==> src/include/uart_link_pkg.sv <==
package uart_link_pkg;
    // clock and line rates
    localparam int unsigned CLK_HZ = 125_000_000;
    localparam int unsigned DEFAULT_BAUD = 115_200;
    localparam int unsigned MAX_BAUD = 3_000_000;
    localparam int unsigned OVERSAMPLE = 16;

    // divisor = clock cycles per oversample tick, nearest whole value
    localparam logic [15:0] DIV_DEFAULT =
        16'((CLK_HZ + (DEFAULT_BAUD * OVERSAMPLE) / 2) / (DEFAULT_BAUD * OVERSAMPLE));
    // smallest divisor that keeps the rate at or below the maximum
    localparam logic [15:0] DIV_MIN =
        16'((CLK_HZ + MAX_BAUD * OVERSAMPLE - 1) / (MAX_BAUD * OVERSAMPLE));

    // character framing: 8 data bits, no parity, 1 stop bit
    localparam logic [2:0] LAST_BIT = 3'h7;
    localparam logic [3:0] TICK_MID = 4'h7;
    localparam logic [3:0] TICK_LAST = 4'hF;
    localparam logic [7:0] BYTE_RESET = 8'h00;

    typedef enum logic [1:0] {
        TOPO_FIVE = 2'b00,
        TOPO_FOUR = 2'b01,
        TOPO_THREE = 2'b10
    } topo_e;

    typedef enum logic [1:0] {
        TX_IDLE = 2'b00,
        TX_START = 2'b01,
        TX_DATA = 2'b10,
        TX_STOP = 2'b11
    } tx_state_e;

    typedef enum logic [1:0] {
        RX_IDLE = 2'b00,
        RX_START = 2'b01,
        RX_DATA = 2'b10,
        RX_STOP = 2'b11
    } rx_state_e;
endpackage
==> src/hw/host_uart_link.sv <==
`timescale 1ns/1ps
module host_uart_link (
    input wire logic clk,                 // system clock, 125 MHz
    input wire logic rst,                 // synchronous reset, active high
    input wire logic ce,                  // clock enable, freezes all state
    input wire logic [1:0] topology,      // wiring: 0 five, 1 four, 2 three
    input wire logic rate_load,           // pulse: apply rate_div after rate command
    input wire logic [15:0] rate_div,     // cycles per 1/16 bit for new rate
    input wire logic rx_pin,              // serial data from host
    input wire logic cts_n_pin,           // host permission to send, active low
    input wire logic hibernate_request_n, // host hibernate request, active low
    input wire logic attention_req,       // device logic wants a transfer
    input wire logic [7:0] tx_data,       // byte to send
    input wire logic tx_valid,            // tx_data valid
    input wire logic rx_ready,            // user takes rx_data
    output logic tx_pin,                  // serial data to host
    output logic rts_n,                   // permission for host to send, active low
    output logic attention_to_host,       // attention line to host
    output logic hibernate,               // device in hibernate
    output logic tx_ready,                // tx_data accepted when valid
    output logic [7:0] rx_data,           // received byte
    output logic rx_valid,                // rx_data holds an unread byte
    output logic frame_err,               // pulse: stop bit missing
    output logic overrun,                 // pulse: byte lost, holding full
    output logic [15:0] divisor           // divisor in use
);
    logic tick;
    rate_tick u_rate_tick (.clk(clk), .rst(rst), .ce(ce), .rate_load(rate_load), .rate_div(rate_div),
        .divisor(divisor), .tick(tick));
    // pin synchronisers
    logic rx_m_q, rx_s_q, cts_m_q, cts_s_q, hib_m_q, hib_s_q;
    always_ff @(posedge clk) begin
        if (rst) begin
            rx_m_q <= 1'b1;
            rx_s_q <= 1'b1;
            cts_m_q <= 1'b1;
            cts_s_q <= 1'b1;
            hib_m_q <= 1'b1;
            hib_s_q <= 1'b1;
        end else if (ce) begin
            rx_m_q <= rx_pin;
            rx_s_q <= rx_m_q;
            cts_m_q <= cts_n_pin;
            cts_s_q <= cts_m_q;
            hib_m_q <= hibernate_request_n;
            hib_s_q <= hib_m_q;
        end
    end
    logic three_wire, five_wire, hib_d;
    assign three_wire = (topology == uart_link_pkg::TOPO_THREE);
    assign five_wire = (topology != uart_link_pkg::TOPO_FOUR) && !three_wire;
    assign hib_d = !hib_s_q;
    // receiver
    uart_link_pkg::rx_state_e rx_st_q, rx_st_d;
    logic [3:0] rx_cnt_q, rx_cnt_d;
    logic [2:0] rx_bit_q, rx_bit_d;
    logic [7:0] rx_sh_q, rx_sh_d, rx_data_q, rx_data_d;
    logic rx_valid_q, rx_valid_d, frame_err_q, frame_err_d, overrun_q, overrun_d, rts_n_q, rts_n_d;
    always_comb begin
        rx_st_d = rx_st_q;
        rx_cnt_d = rx_cnt_q;
        rx_bit_d = rx_bit_q;
        rx_sh_d = rx_sh_q;
        rx_data_d = rx_data_q;
        rx_valid_d = rx_valid_q && !rx_ready;
        frame_err_d = 1'b0;
        overrun_d = 1'b0;
        if (hib_d) begin
            rx_st_d = uart_link_pkg::RX_IDLE;
        end else if (tick) begin
            unique case (rx_st_q)
                uart_link_pkg::RX_IDLE: begin
                    if (!rx_s_q) begin
                        rx_st_d = uart_link_pkg::RX_START;
                        rx_cnt_d = 4'h0;
                    end
                end
                uart_link_pkg::RX_START: begin
                    if (rx_cnt_q == uart_link_pkg::TICK_MID) begin
                        // start bit re-checked at its centre; glitches drop back
                        rx_st_d = rx_s_q ? uart_link_pkg::RX_IDLE : uart_link_pkg::RX_DATA;
                        rx_cnt_d = 4'h0;
                        rx_bit_d = 3'h0;
                    end else begin
                        rx_cnt_d = rx_cnt_q + 4'h1;
                    end
                end
                uart_link_pkg::RX_DATA: begin
                    if (rx_cnt_q == uart_link_pkg::TICK_LAST) begin
                        rx_cnt_d = 4'h0;
                        rx_sh_d = {rx_s_q, rx_sh_q[7:1]};
                        rx_bit_d = rx_bit_q + 3'h1;
                        if (rx_bit_q == uart_link_pkg::LAST_BIT) begin
                            rx_st_d = uart_link_pkg::RX_STOP;
                        end
                    end else begin
                        rx_cnt_d = rx_cnt_q + 4'h1;
                    end
                end
                uart_link_pkg::RX_STOP: begin
                    if (rx_cnt_q == uart_link_pkg::TICK_LAST) begin
                        rx_st_d = uart_link_pkg::RX_IDLE;
                        if (rx_s_q) begin
                            // new byte wins over a same-cycle read
                            overrun_d = rx_valid_q && !rx_ready;
                            rx_data_d = rx_sh_q;
                            rx_valid_d = 1'b1;
                        end else begin
                            frame_err_d = 1'b1;
                        end
                    end else begin
                        rx_cnt_d = rx_cnt_q + 4'h1;
                    end
                end
            endcase
        end
        // holding register full or hibernating: hold the host off
        rts_n_d = rx_valid_d || hib_d;
    end
    always_ff @(posedge clk) begin
        if (rst) begin
            rx_st_q <= uart_link_pkg::RX_IDLE;
            rx_cnt_q <= 4'h0;
            rx_bit_q <= 3'h0;
            rx_sh_q <= uart_link_pkg::BYTE_RESET;
            rx_data_q <= uart_link_pkg::BYTE_RESET;
            rx_valid_q <= 1'b0;
            frame_err_q <= 1'b0;
            overrun_q <= 1'b0;
            rts_n_q <= 1'b1;
        end else if (ce) begin
            rx_st_q <= rx_st_d;
            rx_cnt_q <= rx_cnt_d;
            rx_bit_q <= rx_bit_d;
            rx_sh_q <= rx_sh_d;
            rx_data_q <= rx_data_d;
            rx_valid_q <= rx_valid_d;
            frame_err_q <= frame_err_d;
            overrun_q <= overrun_d;
            rts_n_q <= rts_n_d;
        end
    end
    // transmitter
    uart_link_pkg::tx_state_e tx_st_q, tx_st_d;
    logic [3:0] tx_cnt_q, tx_cnt_d;
    logic [2:0] tx_bit_q, tx_bit_d;
    logic [7:0] tx_sh_q, tx_sh_d;
    logic tx_pin_q, tx_pin_d, tx_ready_q, tx_ready_d;
    always_comb begin
        tx_st_d = tx_st_q;
        tx_cnt_d = tx_cnt_q;
        tx_bit_d = tx_bit_q;
        tx_sh_d = tx_sh_q;
        tx_pin_d = tx_pin_q;
        if (hib_d) begin
            tx_st_d = uart_link_pkg::TX_IDLE;
            tx_pin_d = 1'b1;
        end else if (tx_st_q == uart_link_pkg::TX_IDLE) begin
            tx_pin_d = 1'b1;
            // bytes leave in the order presented, so multi-byte words keep their order
            if (tx_valid && tx_ready_q) begin
                tx_st_d = uart_link_pkg::TX_START;
                tx_sh_d = tx_data;
                tx_cnt_d = 4'h0;
                tx_pin_d = 1'b0;
            end
        end else if (tick) begin
            if (tx_cnt_q == uart_link_pkg::TICK_LAST) begin
                tx_cnt_d = 4'h0;
                unique case (tx_st_q)
                    uart_link_pkg::TX_START: begin
                        tx_st_d = uart_link_pkg::TX_DATA;
                        tx_bit_d = 3'h0;
                        tx_pin_d = tx_sh_q[0];
                        tx_sh_d = {1'b0, tx_sh_q[7:1]};
                    end
                    uart_link_pkg::TX_DATA: begin
                        if (tx_bit_q == uart_link_pkg::LAST_BIT) begin
                            tx_st_d = uart_link_pkg::TX_STOP;
                            tx_pin_d = 1'b1;
                        end else begin
                            tx_bit_d = tx_bit_q + 3'h1;
                            tx_pin_d = tx_sh_q[0];
                            tx_sh_d = {1'b0, tx_sh_q[7:1]};
                        end
                    end
                    uart_link_pkg::TX_STOP, uart_link_pkg::TX_IDLE: begin
                        tx_st_d = uart_link_pkg::TX_IDLE;
                    end
                endcase
            end else begin
                tx_cnt_d = tx_cnt_q + 4'h1;
            end
        end
        // clear-to-send checked between characters; three-wire never waits
        tx_ready_d = (tx_st_d == uart_link_pkg::TX_IDLE) && !hib_d && (three_wire || !cts_s_q);
    end
    always_ff @(posedge clk) begin
        if (rst) begin
            tx_st_q <= uart_link_pkg::TX_IDLE;
            tx_cnt_q <= 4'h0;
            tx_bit_q <= 3'h0;
            tx_sh_q <= uart_link_pkg::BYTE_RESET;
            tx_pin_q <= 1'b1;
            tx_ready_q <= 1'b0;
        end else if (ce) begin
            tx_st_q <= tx_st_d;
            tx_cnt_q <= tx_cnt_d;
            tx_bit_q <= tx_bit_d;
            tx_sh_q <= tx_sh_d;
            tx_pin_q <= tx_pin_d;
            tx_ready_q <= tx_ready_d;
        end
    end
    logic attn_q, attn_d, hib_q;
    always_comb begin
        attn_d = attention_req && five_wire && !hib_d;
    end
    always_ff @(posedge clk) begin
        if (rst) begin
            attn_q <= 1'b0;
            hib_q <= 1'b0;
        end else if (ce) begin
            attn_q <= attn_d;
            hib_q <= hib_d;
        end
    end
    assign tx_pin = tx_pin_q;
    assign rts_n = rts_n_q;
    assign attention_to_host = attn_q;
    assign hibernate = hib_q;
    assign tx_ready = tx_ready_q;
    assign rx_data = rx_data_q;
    assign rx_valid = rx_valid_q;
    assign frame_err = frame_err_q;
    assign overrun = overrun_q;
    property p_tx_start_low;
        @(posedge clk) disable iff (rst)
            (ce && tx_st_q == uart_link_pkg::TX_IDLE && tx_valid && tx_ready_q && !hib_d) |=> !tx_pin_q;
    endproperty
    a_tx_start_low: assert property (p_tx_start_low) else $error("start bit not driven low");
    property p_stop_high;
        @(posedge clk) disable iff (rst) (tx_st_q == uart_link_pkg::TX_STOP) |-> tx_pin_q;
    endproperty
    a_stop_high: assert property (p_stop_high) else $error("stop bit not high");
    property p_lsb_first;
        @(posedge clk) disable iff (rst)
            (ce && !hib_d && tick && tx_st_q == uart_link_pkg::TX_START && tx_cnt_q == uart_link_pkg::TICK_LAST)
            |=> tx_pin_q == $past(tx_sh_q[0]);
    endproperty
    a_lsb_first: assert property (p_lsb_first) else $error("first data bit is not the lsb");
    property p_cts_block;
        @(posedge clk) disable iff (rst) (ce && cts_s_q && !three_wire) |=> !tx_ready_q;
    endproperty
    a_cts_block: assert property (p_cts_block) else $error("ready while host withholds permission");
    property p_rts_full;
        @(posedge clk) disable iff (rst) rx_valid_q |-> rts_n_q;
    endproperty
    a_rts_full: assert property (p_rts_full) else $error("host allowed to send into a full holding register");
    property p_three_wire_send;
        @(posedge clk) disable iff (rst)
            (ce && three_wire && !hib_d && tx_st_q == uart_link_pkg::TX_IDLE && tx_valid && tx_ready_q)
            ##1 (ce && three_wire && !hib_d) [*2] |-> tx_st_q != uart_link_pkg::TX_IDLE;
    endproperty
    a_three_wire_send: assert property (p_three_wire_send) else $error("three-wire transmit did not start");
    property p_attention;
        @(posedge clk) disable iff (rst) (ce && attention_req && five_wire && !hib_d) |=> attn_q;
    endproperty
    a_attention: assert property (p_attention) else $error("attention not raised on request");
    property p_attention_cause;
        @(posedge clk) disable iff (rst) $rose(attn_q) |-> $past(attention_req) && !hib_q;
    endproperty
    a_attention_cause: assert property (p_attention_cause) else $error("attention raised without request");
    property p_frame_err;
        @(posedge clk) disable iff (rst)
            $rose(frame_err_q) |-> $past(rx_st_q) == uart_link_pkg::RX_STOP && !$past(rx_s_q);
    endproperty
    a_frame_err: assert property (p_frame_err) else $error("framing error without a low stop sample");
    property p_hib_quiet;
        @(posedge clk) disable iff (rst) (ce && hib_d) |=> tx_pin_q && !attn_q && !tx_ready_q && hib_q;
    endproperty
    a_hib_quiet: assert property (p_hib_quiet) else $error("link active while hibernating");
endmodule

==> src/hw/rate_tick.sv <==
`timescale 1ns/1ps
module rate_tick (
    input wire logic clk,             // system clock
    input wire logic rst,             // synchronous reset, active high
    input wire logic ce,              // clock enable
    input wire logic rate_load,       // pulse: apply rate_div
    input wire logic [15:0] rate_div, // requested cycles per oversample tick
    output logic [15:0] divisor,      // divisor in use
    output logic tick                 // one-cycle oversample tick
);
    logic [15:0] div_q, div_d;
    logic [15:0] cnt_q, cnt_d;
    logic tick_q, tick_d;

    always_comb begin
        div_d = div_q;
        cnt_d = cnt_q;
        tick_d = 1'b0;
        if (rate_load) begin
            // divisor below the floor would exceed the maximum rate
            div_d = (rate_div < uart_link_pkg::DIV_MIN) ? uart_link_pkg::DIV_MIN : rate_div;
            cnt_d = div_d - 16'h0001;
        end else if (cnt_q == 16'h0000) begin
            cnt_d = div_q - 16'h0001;
            tick_d = 1'b1;
        end else begin
            cnt_d = cnt_q - 16'h0001;
        end
    end

    always_ff @(posedge clk) begin
        if (rst) begin
            div_q <= uart_link_pkg::DIV_DEFAULT;
            cnt_q <= uart_link_pkg::DIV_DEFAULT - 16'h0001;
            tick_q <= 1'b0;
        end else if (ce) begin
            div_q <= div_d;
            cnt_q <= cnt_d;
            tick_q <= tick_d;
        end
    end

    assign divisor = div_q;
    assign tick = tick_q;

    property p_div_floor;
        @(posedge clk) disable iff (rst) div_q >= uart_link_pkg::DIV_MIN;
    endproperty
    a_div_floor: assert property (p_div_floor) else $error("divisor below rate floor");

    property p_default_rate;
        @(posedge clk) rst |=> div_q == uart_link_pkg::DIV_DEFAULT;
    endproperty
    a_default_rate: assert property (p_default_rate) else $error("default rate not set by reset");
endmodule

==> config.mk <==
export PLATFORM = sky130hd
export DESIGN_NAME = host_uart_link
export DESIGN_NICKNAME = d
export VERILOG_FILES = /design/src/include/uart_link_pkg.sv /design/src/hw/host_uart_link.sv /design/src/hw/rate_tick.sv
export SDC_FILE = /design/constraint.sdc
export NUM_CORES = 1
export LEC_CHECK = 0
export BUFFER_PORTS_ARGS = -buffer_cell sky130_fd_sc_hd__buf_2
export CORE_ASPECT_RATIO = 1.5
export CORE_MARGIN = 4
export CORE_UTILIZATION = 60
export CTS_BUF_LIST = sky130_fd_sc_hd__clkbuf_4 sky130_fd_sc_hd__clkbuf_8 sky130_fd_sc_hd__clkbuf_16
export CTS_CLUSTER_SIZE = 40
export DETAILED_ROUTE_END_ITERATION = 16
export PLACE_DENSITY = 0.83
export SLEW_MARGIN = 40
export SYNTH_ARGS = -nofsm -noshare
export SYNTH_HDL_FRONTEND = slang
export SYNTH_HIERARCHICAL = 1
export SYNTH_SLANG_ARGS = --single-unit
==> constraint.sdc <==
create_clock -name clk -period 4.4 [get_ports clk]
set_input_delay 0.88 -clock clk [delete_from_list [all_inputs] [get_ports clk]]
set_output_delay 0.88 -clock clk [all_outputs]
set_load 0.05 [all_outputs]
==> results.md, run 1 <==
* Setup Crit Path Kind: in -> reg
* DR vias at 4231
* Clk Latency, worst-skew pair at about 380 ps
* Layout area overhead at 11.98%
* Sink Count at slightly below 90
* Fmax at approximately 0.31 GHz
* Synthesized area at 4576 sq um
* Residual DRC count at 0
* Period utilisation layout at 0.7248
* DRT iter0 DRCs at between 200 and 300
* Setup TNS at 0 ps
* Slew Limit Fails at 0
* GRT overflow at 0
* Post-synth cell types at between 60 and 70
* Nets at approximately 640
* Post-synthesis register bit count at slightly below 90
* Clk buf depth at 2
* Flop2flop setup slack at ~1300 ps
* Cells after DPL at 683
* Post CTS Setup Buffer Count at 0
* Starting Density at 0.6249
* Final clock skew at approximately 10 ps
* Peak VDD IR at 0.2137 mV
* Post-DRT Antenna Nets at 0
* GRT Total Usage at 0.2526
* NetSw at 0.4534 mW
* CP arrival at 3480 ps
* Sequential-to-total area share from yosys stat at 0.3894
* CTS resizes at 0
* Die Wd at approximately 80 microns
* Routed WL at approximately 11000 microns
* Core ar. at around 7300 sq um
* Vias per cell at 6.053
* Worst slew margin at 0.4801
* Sw Share at 0.2702
* Internal power at between 1 and 1.5 mW
* FFs w/ async S/R, synth at 0
* Slew @ Worst Pin at just under 800 ps
* Synthesized instance count at 547
* Power, Total at roughly 1.7 mW
* Largest net degree at the start of global routing at 48
* DP Area at a little under 5000 sq um
* Commonest cells after routing, fill and taps aside: dfxtp_1 (89), nand2_1 (74), buf_2 (66)
* Initial antenna violation count at 1
* Clock share of power at 0.361
* Num CTS Buffers at 9
* Layout cells sized above 1 at 0.1770
* Hold_buf cts at 0
* Commonest register cell after synthesis: dfxtp_1
* Static leakage at between 2 and 2.5 nW
* CTS tree: yes
* Boundary Pins at a little under 70
* Final Hold Viols at 0
* Crit path time final at approximately 3200 ps
* GP Congestion at approximately 0.96
* Logic pwr share at 0.128
* HP Class: reg -> reg
* Post-synth EDFFs at 0
* First-pass GRT wire length at around 18000 microns
* CP Capture Type: register
* Avg Synthesized Cell Area at around 8.4 sq um
* WP data required at about 4700 ps
* Worst-path fanout max at 25
* Share of power burned in registers at 0.510
* Die area at 9116 sq um
* Wire per inst at between 15 and 20 microns
* Root Buffer: clkbuf_8
* Final non-filler cell total at between 600 and 700
* Synth warn at 6
* Unrepaired setup endpoints after global routing: false
* Outcome: finished, final reports clean
* Most common cell after layout, fill and taps aside: dfxtp_1
* Final non-filler cell area at a little over 5000 sq um
* Vias in the first global route at just over 4000
* ANT cells at 0
* Die Y at approximately 110 microns
* Row count at 38
* H-tree Lvls at 3
* Max Cap Viol at 0
* Worst setup SP type: input port
* Mapped Nets at between 500 and 600
* Pre-Repair DR Iteration Count at 5
* Final setup fails at 0
* Number of port buffers at between 60 and 70
* Detailed Place HPWL at approximately 8000 microns
* Pwr/cell area at about 330 nW/um^2
* Clock transition at path regs at 80 ps
[worst paths after layout]
path,from,to,depth (start not counted)
setup / recovery,rate_load,u_rate_tick/cnt_q[15],8
hold / removal,overrun,overrun,2
setup reg to reg,u_rate_tick/cnt_q[3],u_rate_tick/cnt_q[12],11
hold reg to reg,overrun,overrun,2
[worst max-delay path: stages]
cell	delay [ps]
buf_2	390
mux2_4	350
nor2_1	100
o31ai_1	150
nor4_1	630
nand2_1	180
or4_1	540
a311oi_1	260
[routing by layer]
metal	GRT usage	part of all wire	wire length, microns	vias to the layer above
met4	0.1686	0.050	567	0
li1	-	-	-	2071
met2	0.4348	0.50	5621	148
met5	0	0	0	-
met3	0.05016	0.054	607	50
met1	0.2790	0.40	4477	1962
[sequential cells by signal, summed over array words and instances (netlist names), 2 cells and up]
| register | cells |
|---|---|
| rx_bit_q | 3 |
| tx_st_q | 2 |
| rx_data | 8 |
| tx_cnt_q | 4 |
| tx_sh_q | 8 |
| rx_st_q | 2 |
| tx_bit_q | 3 |
| rx_cnt_q | 4 |
| u_rate_tick/divisor | 16 |
| u_rate_tick/cnt_q | 16 |
| rx_sh_q | 8 |
[Yosys cell counts (all sizes together), types with 4 or more instances]
cell type | n | share of area
dfxtp | 89 | 0.39
nand2 | 75 | 0.063
nor2 | 54 | 0.044
a21oi | 51 | 0.056
mux2i | 33 | 0.072
o21ai | 20 | 0.022
clkbuf | 19 | 0.016
buf | 17 | 0.022
nand3 | 16 | 0.019
a211oi | 14 | 0.024
nand2b | 13 | 0.018
ha | 11 | 0.030
nor4 | 11 | 0.016
a311oi | 10 | 0.019
inv | 8 | 0.0066
nor3 | 8 | 0.011
nand4 | 7 | 0.0096
nand3b | 6 | 0.0098
nor2b | 6 | 0.0082
xor2 | 6 | 0.011
xnor2 | 5 | 0.0096
a211o | 4 | 0.0077
mux2 | 4 | 0.011
nor3b | 4 | 0.0066
o31ai | 4 | 0.0066
or4 | 4 | 0.0074
[power groups by stage]
stage	combinational (mW)	clock (mW)	sequential [mW]
CTS	0.213	0.613	0.855
floorplan	0.123	0	0.901
global route	0.235	0.648	0.859
detailed placement	0.212	0	0.874
finish	0.215	0.607	0.856
global placement	0.208	0	0.874
[final cells by class]
class | count | area (sq um)
multi-input combinational | 412 | 2589
fill | 619 | 2198
sequential | 89 | 1782
timing repair buffer | 72 | 375.4
clock buffer | 14 | 180.2
tap | 100 | 125.1
inverter | 10 | 37.54
clock inverter | 2 | 35.03
[per-stage QoR]
stage	util	setup slack, ps	hold WS [ps]
CTS	0.6998	1319	462.0
global route	0.6998	1064	500.8
finish	0.6998	1211	463.6
global placement	0.6697	1073	442.6
detailed placement	0.6704	989.5	451.2
floorplan	-	1126	433.2
[cells by family (layout without fill, tap and decap cells)]
group,after synthesis,after routing,share of synthesized area
AO/OA/AOI/OAI,134,134,0.1914
buffers and inverters,46,98,0.04539
XOR/XNOR,11,11,0.02105
AND/OR/NAND/NOR,219,219,0.2390
flip-flops,89,89,0.3894
multiplexers,37,37,0.08368
adder cells (fa/ha/maj),11,11,0.03008
Power figures use the tool's default switching activity.
==> run 2: changes to the inputs <==
CORE_UTILIZATION = 57   (was 60)
PLACE_DENSITY = 0.8   (was 0.83)
clock period = 3.1 ns   (was 4.4 ns; I/O delays follow)
==> run 2 against run 1 <==
Net effect: combinational power increased by 47%; worst hold slack about the same; critical endpoint is now u_rate_tick/cnt_q[8]; sequential share of layout area down 1.2 points.
==> results.md, run 2 (synthesized netlist as in run 1, its figures left out) <==
* CTS tree: yes
* Fmax at 0.3505 GHz
* Commonest cells after routing, fill and taps aside: dfxtp_1 (89), nand2_1 (74), buf_2 (67)
* H-tree Lvls at 3
* Period utilisation layout at 0.9204
* Crit path time final at between 2000 and 3000 ps
* Worst slew margin at 0.5648
* Routed WL at 11490 microns
* WL met2 at just under 6000 microns
* DP Area at 4976 sq um
* Vias in the first global route at 4153
* Final non-filler cell area at roughly 5300 sq um
* Outcome: finished, final reports clean
* Die Y at between 100 and 150 microns
* Clk Latency, worst-skew pair at around 340 ps
* Initial antenna violation count at 0
* Die area at 9554 sq um
* Clock transition at path regs at 60 ps
* Num CTS Buffers at 9
* GRT overflow at 0
* Final clock skew at 7.623 ps
* Clk buf depth at 2
* Residual DRC count at 0
* Layout cells sized above 1 at 0.1908
* Vias per cell at approximately 6
* Metal3 WL at just under 600 microns
* Worst setup SP type: register
* Met1 Wirelength at roughly 4500 microns
* Sink Count at 89
* First-pass GRT wire length at about 19000 microns
* Root Buffer: clkbuf_16
* Power, Total at 2.710 mW
* Most common cell after layout, fill and taps aside: dfxtp_1
* Static leakage at around 2.2 nW
* GP Congestion at a little under 1
* Number of port buffers at 67
* Post-DRT Antenna Nets at 0
* Max Cap Viol at 0
* Largest net degree at the start of global routing at 37
* GRT Total Usage at 0.2533
* CP Capture Type: register
* Slew @ Worst Pin at between 600 and 700 ps
* HP Class: reg -> reg
* Die Wd at slightly above 80 microns
* WP data required at 3350 ps
* Unrepaired setup endpoints after global routing: false
* Row count at 39
* Final Hold Viols at 0
* Peak VDD IR at 0.3378 mV
* Boundary Pins at around 70
* Post CTS Setup Buffer Count at 0
* ANT cells at 0
* Top sig layer: met4
* Detailed Place HPWL at between 8000 and 9000 microns
* Nets at between 600 and 700
* Worst-path fanout max at 12
* Layout area overhead at 15.94%
* Pre-Repair DR Iteration Count at 5
* Starting Density at 0.5935
* Wire per inst at ~16 microns
* DR vias at about 4300
* Setup Crit Path Kind: reg -> reg
* CP arrival at 3100 ps
* Slew Limit Fails at 0
* Final setup fails at 0
* DRT iter0 DRCs at between 200 and 300
* Minimum hold slack at between 400 and 500 ps
* Pwr/cell area at 510.8 nW/um^2
* Core ar. at 7710 sq um
-- run 2: changes by cell type in the layout (fill, tap and decap cells not counted), sizes merged --
cell	previous run	this run
buf	72	81
bufinv	1	2
clkbuf	14	10
clkinv	3	2
clkinvlp	0	3
inv	8	9
-- run 2: through the flow --
stage | std cells | setup slack [ps] | TNS, ps | util
after global placement | 694 | 115.3 | 0 | 0.6451
final | 710 | 246.8 | 0 | 0.6881
after floorplan | 547 | 85.84 | 0 | -
after detailed placement | 694 | -37.89 | -62.63 | 0.6454
after CTS | 710 | 161.4 | 0 | 0.6874
after global routing | 710 | 48.96 | 0 | 0.6881
-- run 2: where the power goes --
| group | leakage [nW] | switching (mW) | internal, mW |
|---|---|---|---|
| Combinational | 1.34 | 0.205 | 0.111 |
| Clock | 0.149 | 0.458 | 0.718 |
| Sequential | 0.725 | 0.0372 | 1.18 |
-- run 2: worst max-delay path, stage by stage (launching register included) --
cell and delay [ps]:
dfxtp_1 340, nor4_1 600, and4_4 440, a211o_1 190, nand2_1 70, ha_1 190
o21ai_0 70, a31oi_1 90, nor3b_2 220, nor2b_1 170, xnor2_1 120, a211oi_1 250
-- run 2: path summary, 6_finish.rpt --
check / slack, ps / start / to / cells past startpoint
min reg2reg: 460 / attention_to_host / attention_to_host / 2
max: 250 / u_rate_tick/cnt_q[6] / u_rate_tick/cnt_q[8] / 11
max reg2reg: 250 / u_rate_tick/cnt_q[6] / u_rate_tick/cnt_q[8] / 11
min: 460 / attention_to_host / attention_to_host / 2
-- run 2: area by class of cell --
class / instances / area, sq um
Clock buffer: 10 / 232.7
Clock inverter: 6 / 91.34
Fill cell: 653 / 2405
Inverter: 10 / 37.54
Multi-Input combinational cell: 412 / 2594
Sequential cell: 89 / 1782
Tap cell: 102 / 127.6
Timing Repair Buffer: 81 / 440.4
-- run 2: per-layer routing --
metal,vias to the layer above,track usage
li1,2095,-
met5,-,0
met1,1998,0.2856
met2,143,0.4362
met4,0,0.1364
met3,41,0.04747
-- run 2: timing repair --
| item | in CTS | in global routing |
|---|---|---|
| resized for setup | 0 | 1 |
| hold buffers | 0 | 0 |
| setup endpoints to repair | 0 | 3 |
==> run 3: changes to the inputs <==
CORE_UTILIZATION = 46   (was 57)
PLACE_DENSITY = 0.67   (was 0.8)
==> run 3 against run 2 <==
Net effect: highest routed layer unchanged; sequential power hardly changed; combinational power is 4% higher; largest power group is now the clock network; first-iteration DRC count is 6.3% lower; critical path type unchanged.
==> results.md, run 3 (synthesized netlist as in run 1, its figures left out) <==
* Detailed Place HPWL at ~8600 microns
* GP Congestion at ~0.9
* WP data required at around 3400 ps
* Post CTS Setup Buffer Count at 0
* Residual DRC count at 0
* Fmax at ~0.34 GHz
* GRT overflow at 0
* Outcome: finished, final reports clean
* Clk buf depth at 2
* CP Capture Type: register
* Layout cells sized above 1 at 0.1958
* Commonest cells after routing, fill and taps aside: dfxtp_1 (89), nand2_1 (74), buf_2 (67)
* GRT Total Usage at 0.2017
* Final Hold Viols at 0
* First-pass GRT wire length at between 15000 and 20000 microns
* Num CTS Buffers at 9
* Pre-Repair DR Iteration Count at 4
* Worst-path fanout max at 12
* Max Cap Viol at 0
* Period utilisation layout at 0.9482
* DR vias at 4240
* Vias in the first global route at between 4000 and 5000
* Initial antenna violation count at 0
* Crit path time final at between 2000 and 3000 ps
* Clk Latency, worst-skew pair at around 340 ps
* Static leakage at about 2.3 nW
* Final non-filler cell area at between 5000 and 6000 sq um
* Row count at 44
* Power, Total at approximately 2.8 mW
* Worst slew margin at 0.5868
* Die Wd at around 90 microns
* Slew @ Worst Pin at between 600 and 700 ps
* Die Y at approximately 130 microns
* Final setup fails at 0
* ANT cells at 0
* CTS tree: yes
* DRT iter0 DRCs at 240
* Most common cell after layout, fill and taps aside: dfxtp_1
* Pwr/cell area at 521.4 nW/um^2
* WP buf/inv at 0
* Largest net degree at the start of global routing at 34
* Sink Count at between 80 and 90
* Number of port buffers at 67
* Worst setup margin at approximately 160 ps
* Layout area overhead at 17.94%
* Top delay family on crit path: simple AND/OR/NAND/NOR gates
* Setup Crit Path Kind: reg -> reg
* Pre-CTS setup slack at -26.09 ps
* Starting Density at 0.4722
* CP arrival at around 3200 ps
* Slowest CP cell: nor3b_1
* Crit-path cells: nor4_1 > and4_4 > a211o_1 > nand2_1 > ha_1 > o21ai_0 > a31oi_1 > nor3b_1 > nor2b_1 > xnor2_1 > a211oi_1
* CTS resizes at 0
* Post-DRT Antenna Nets at 0
* Nets at ~660
* Wire per inst at 15.97 microns
* Vias per cell at roughly 5.8
* Unrepaired setup endpoints after global routing: false
* DP Area at between 5000 and 6000 sq um
* HP Class: reg -> reg
* Slew Limit Fails at 0
* Clock transition at path regs at 60 ps
* Final clock skew at around 6.4 ps
* Die area at ~12000 sq um
* Root Buffer: clkbuf_16
* Boundary Pins at 68
* Hold_buf cts at 0
* Worst setup SP type: register
* Crit path largest cell delay at 560 ps
* Peak VDD IR at around 0.38 mV
* Core ar. at 9689 sq um
* Routed WL at 11630 microns
* Post-layout util at 0.5569
* H-tree Lvls at 3
## run 3: final timing paths
check	start	end	slack, ps	cells past startpoint
worst min-delay path	tx_bit_q[1]	tx_bit_q[1]	460	2
worst min register to register	tx_bit_q[1]	tx_bit_q[1]	460	2
worst max register to register	u_rate_tick/cnt_q[8]	u_rate_tick/cnt_q[8]	160	11
worst max-delay path	u_rate_tick/cnt_q[8]	u_rate_tick/cnt_q[8]	160	11
## run 3: metal layers
metal	routed length (microns)	share of wire	global-route usage	up-vias
met4	397	0.034	0.09728	0
met2	5955	0.51	0.3513	152
met3	606	0.052	0.04106	29
met5	0	0	0	-
li1	-	-	-	2108
met1	4666	0.40	0.2304	1951
## run 3: tightest hold or removal path: cells and delay by family (launching register included)
family | cells | cell delay (ps)
AO/OA/AOI/OAI | 1 | 50
flip-flops | 1 | 310
AND/OR/NAND/NOR | 1 | 50
## run 3: power by group
part           internal (mW)  total [mW]  switching [mW]  leakage (nW)
Clock                  0.812        1.27           0.459         0.169
Sequential              1.18        1.22          0.0350         0.725
Combinational          0.119       0.328           0.208          1.37
## run 3: final cells by class
class	instances	area [sq um]
tap	115	143.9
clock inverter	6	115.1
inverter	10	37.54
clock buffer	10	239.0
multi-input combinational	412	2589
timing repair buffer	86	490.5
fill	895	4293
sequential	89	1782
## run 3: per-stage QoR
stage                     hold WS [ps]  TNS [ps]  cells
after floorplan                  433.2         0    547
after global placement           443.4         0    712
after detailed placement         458.4    -26.09    712
after CTS                        466.7         0    728
after global routing             486.6         0    728
final                            460.7         0    728
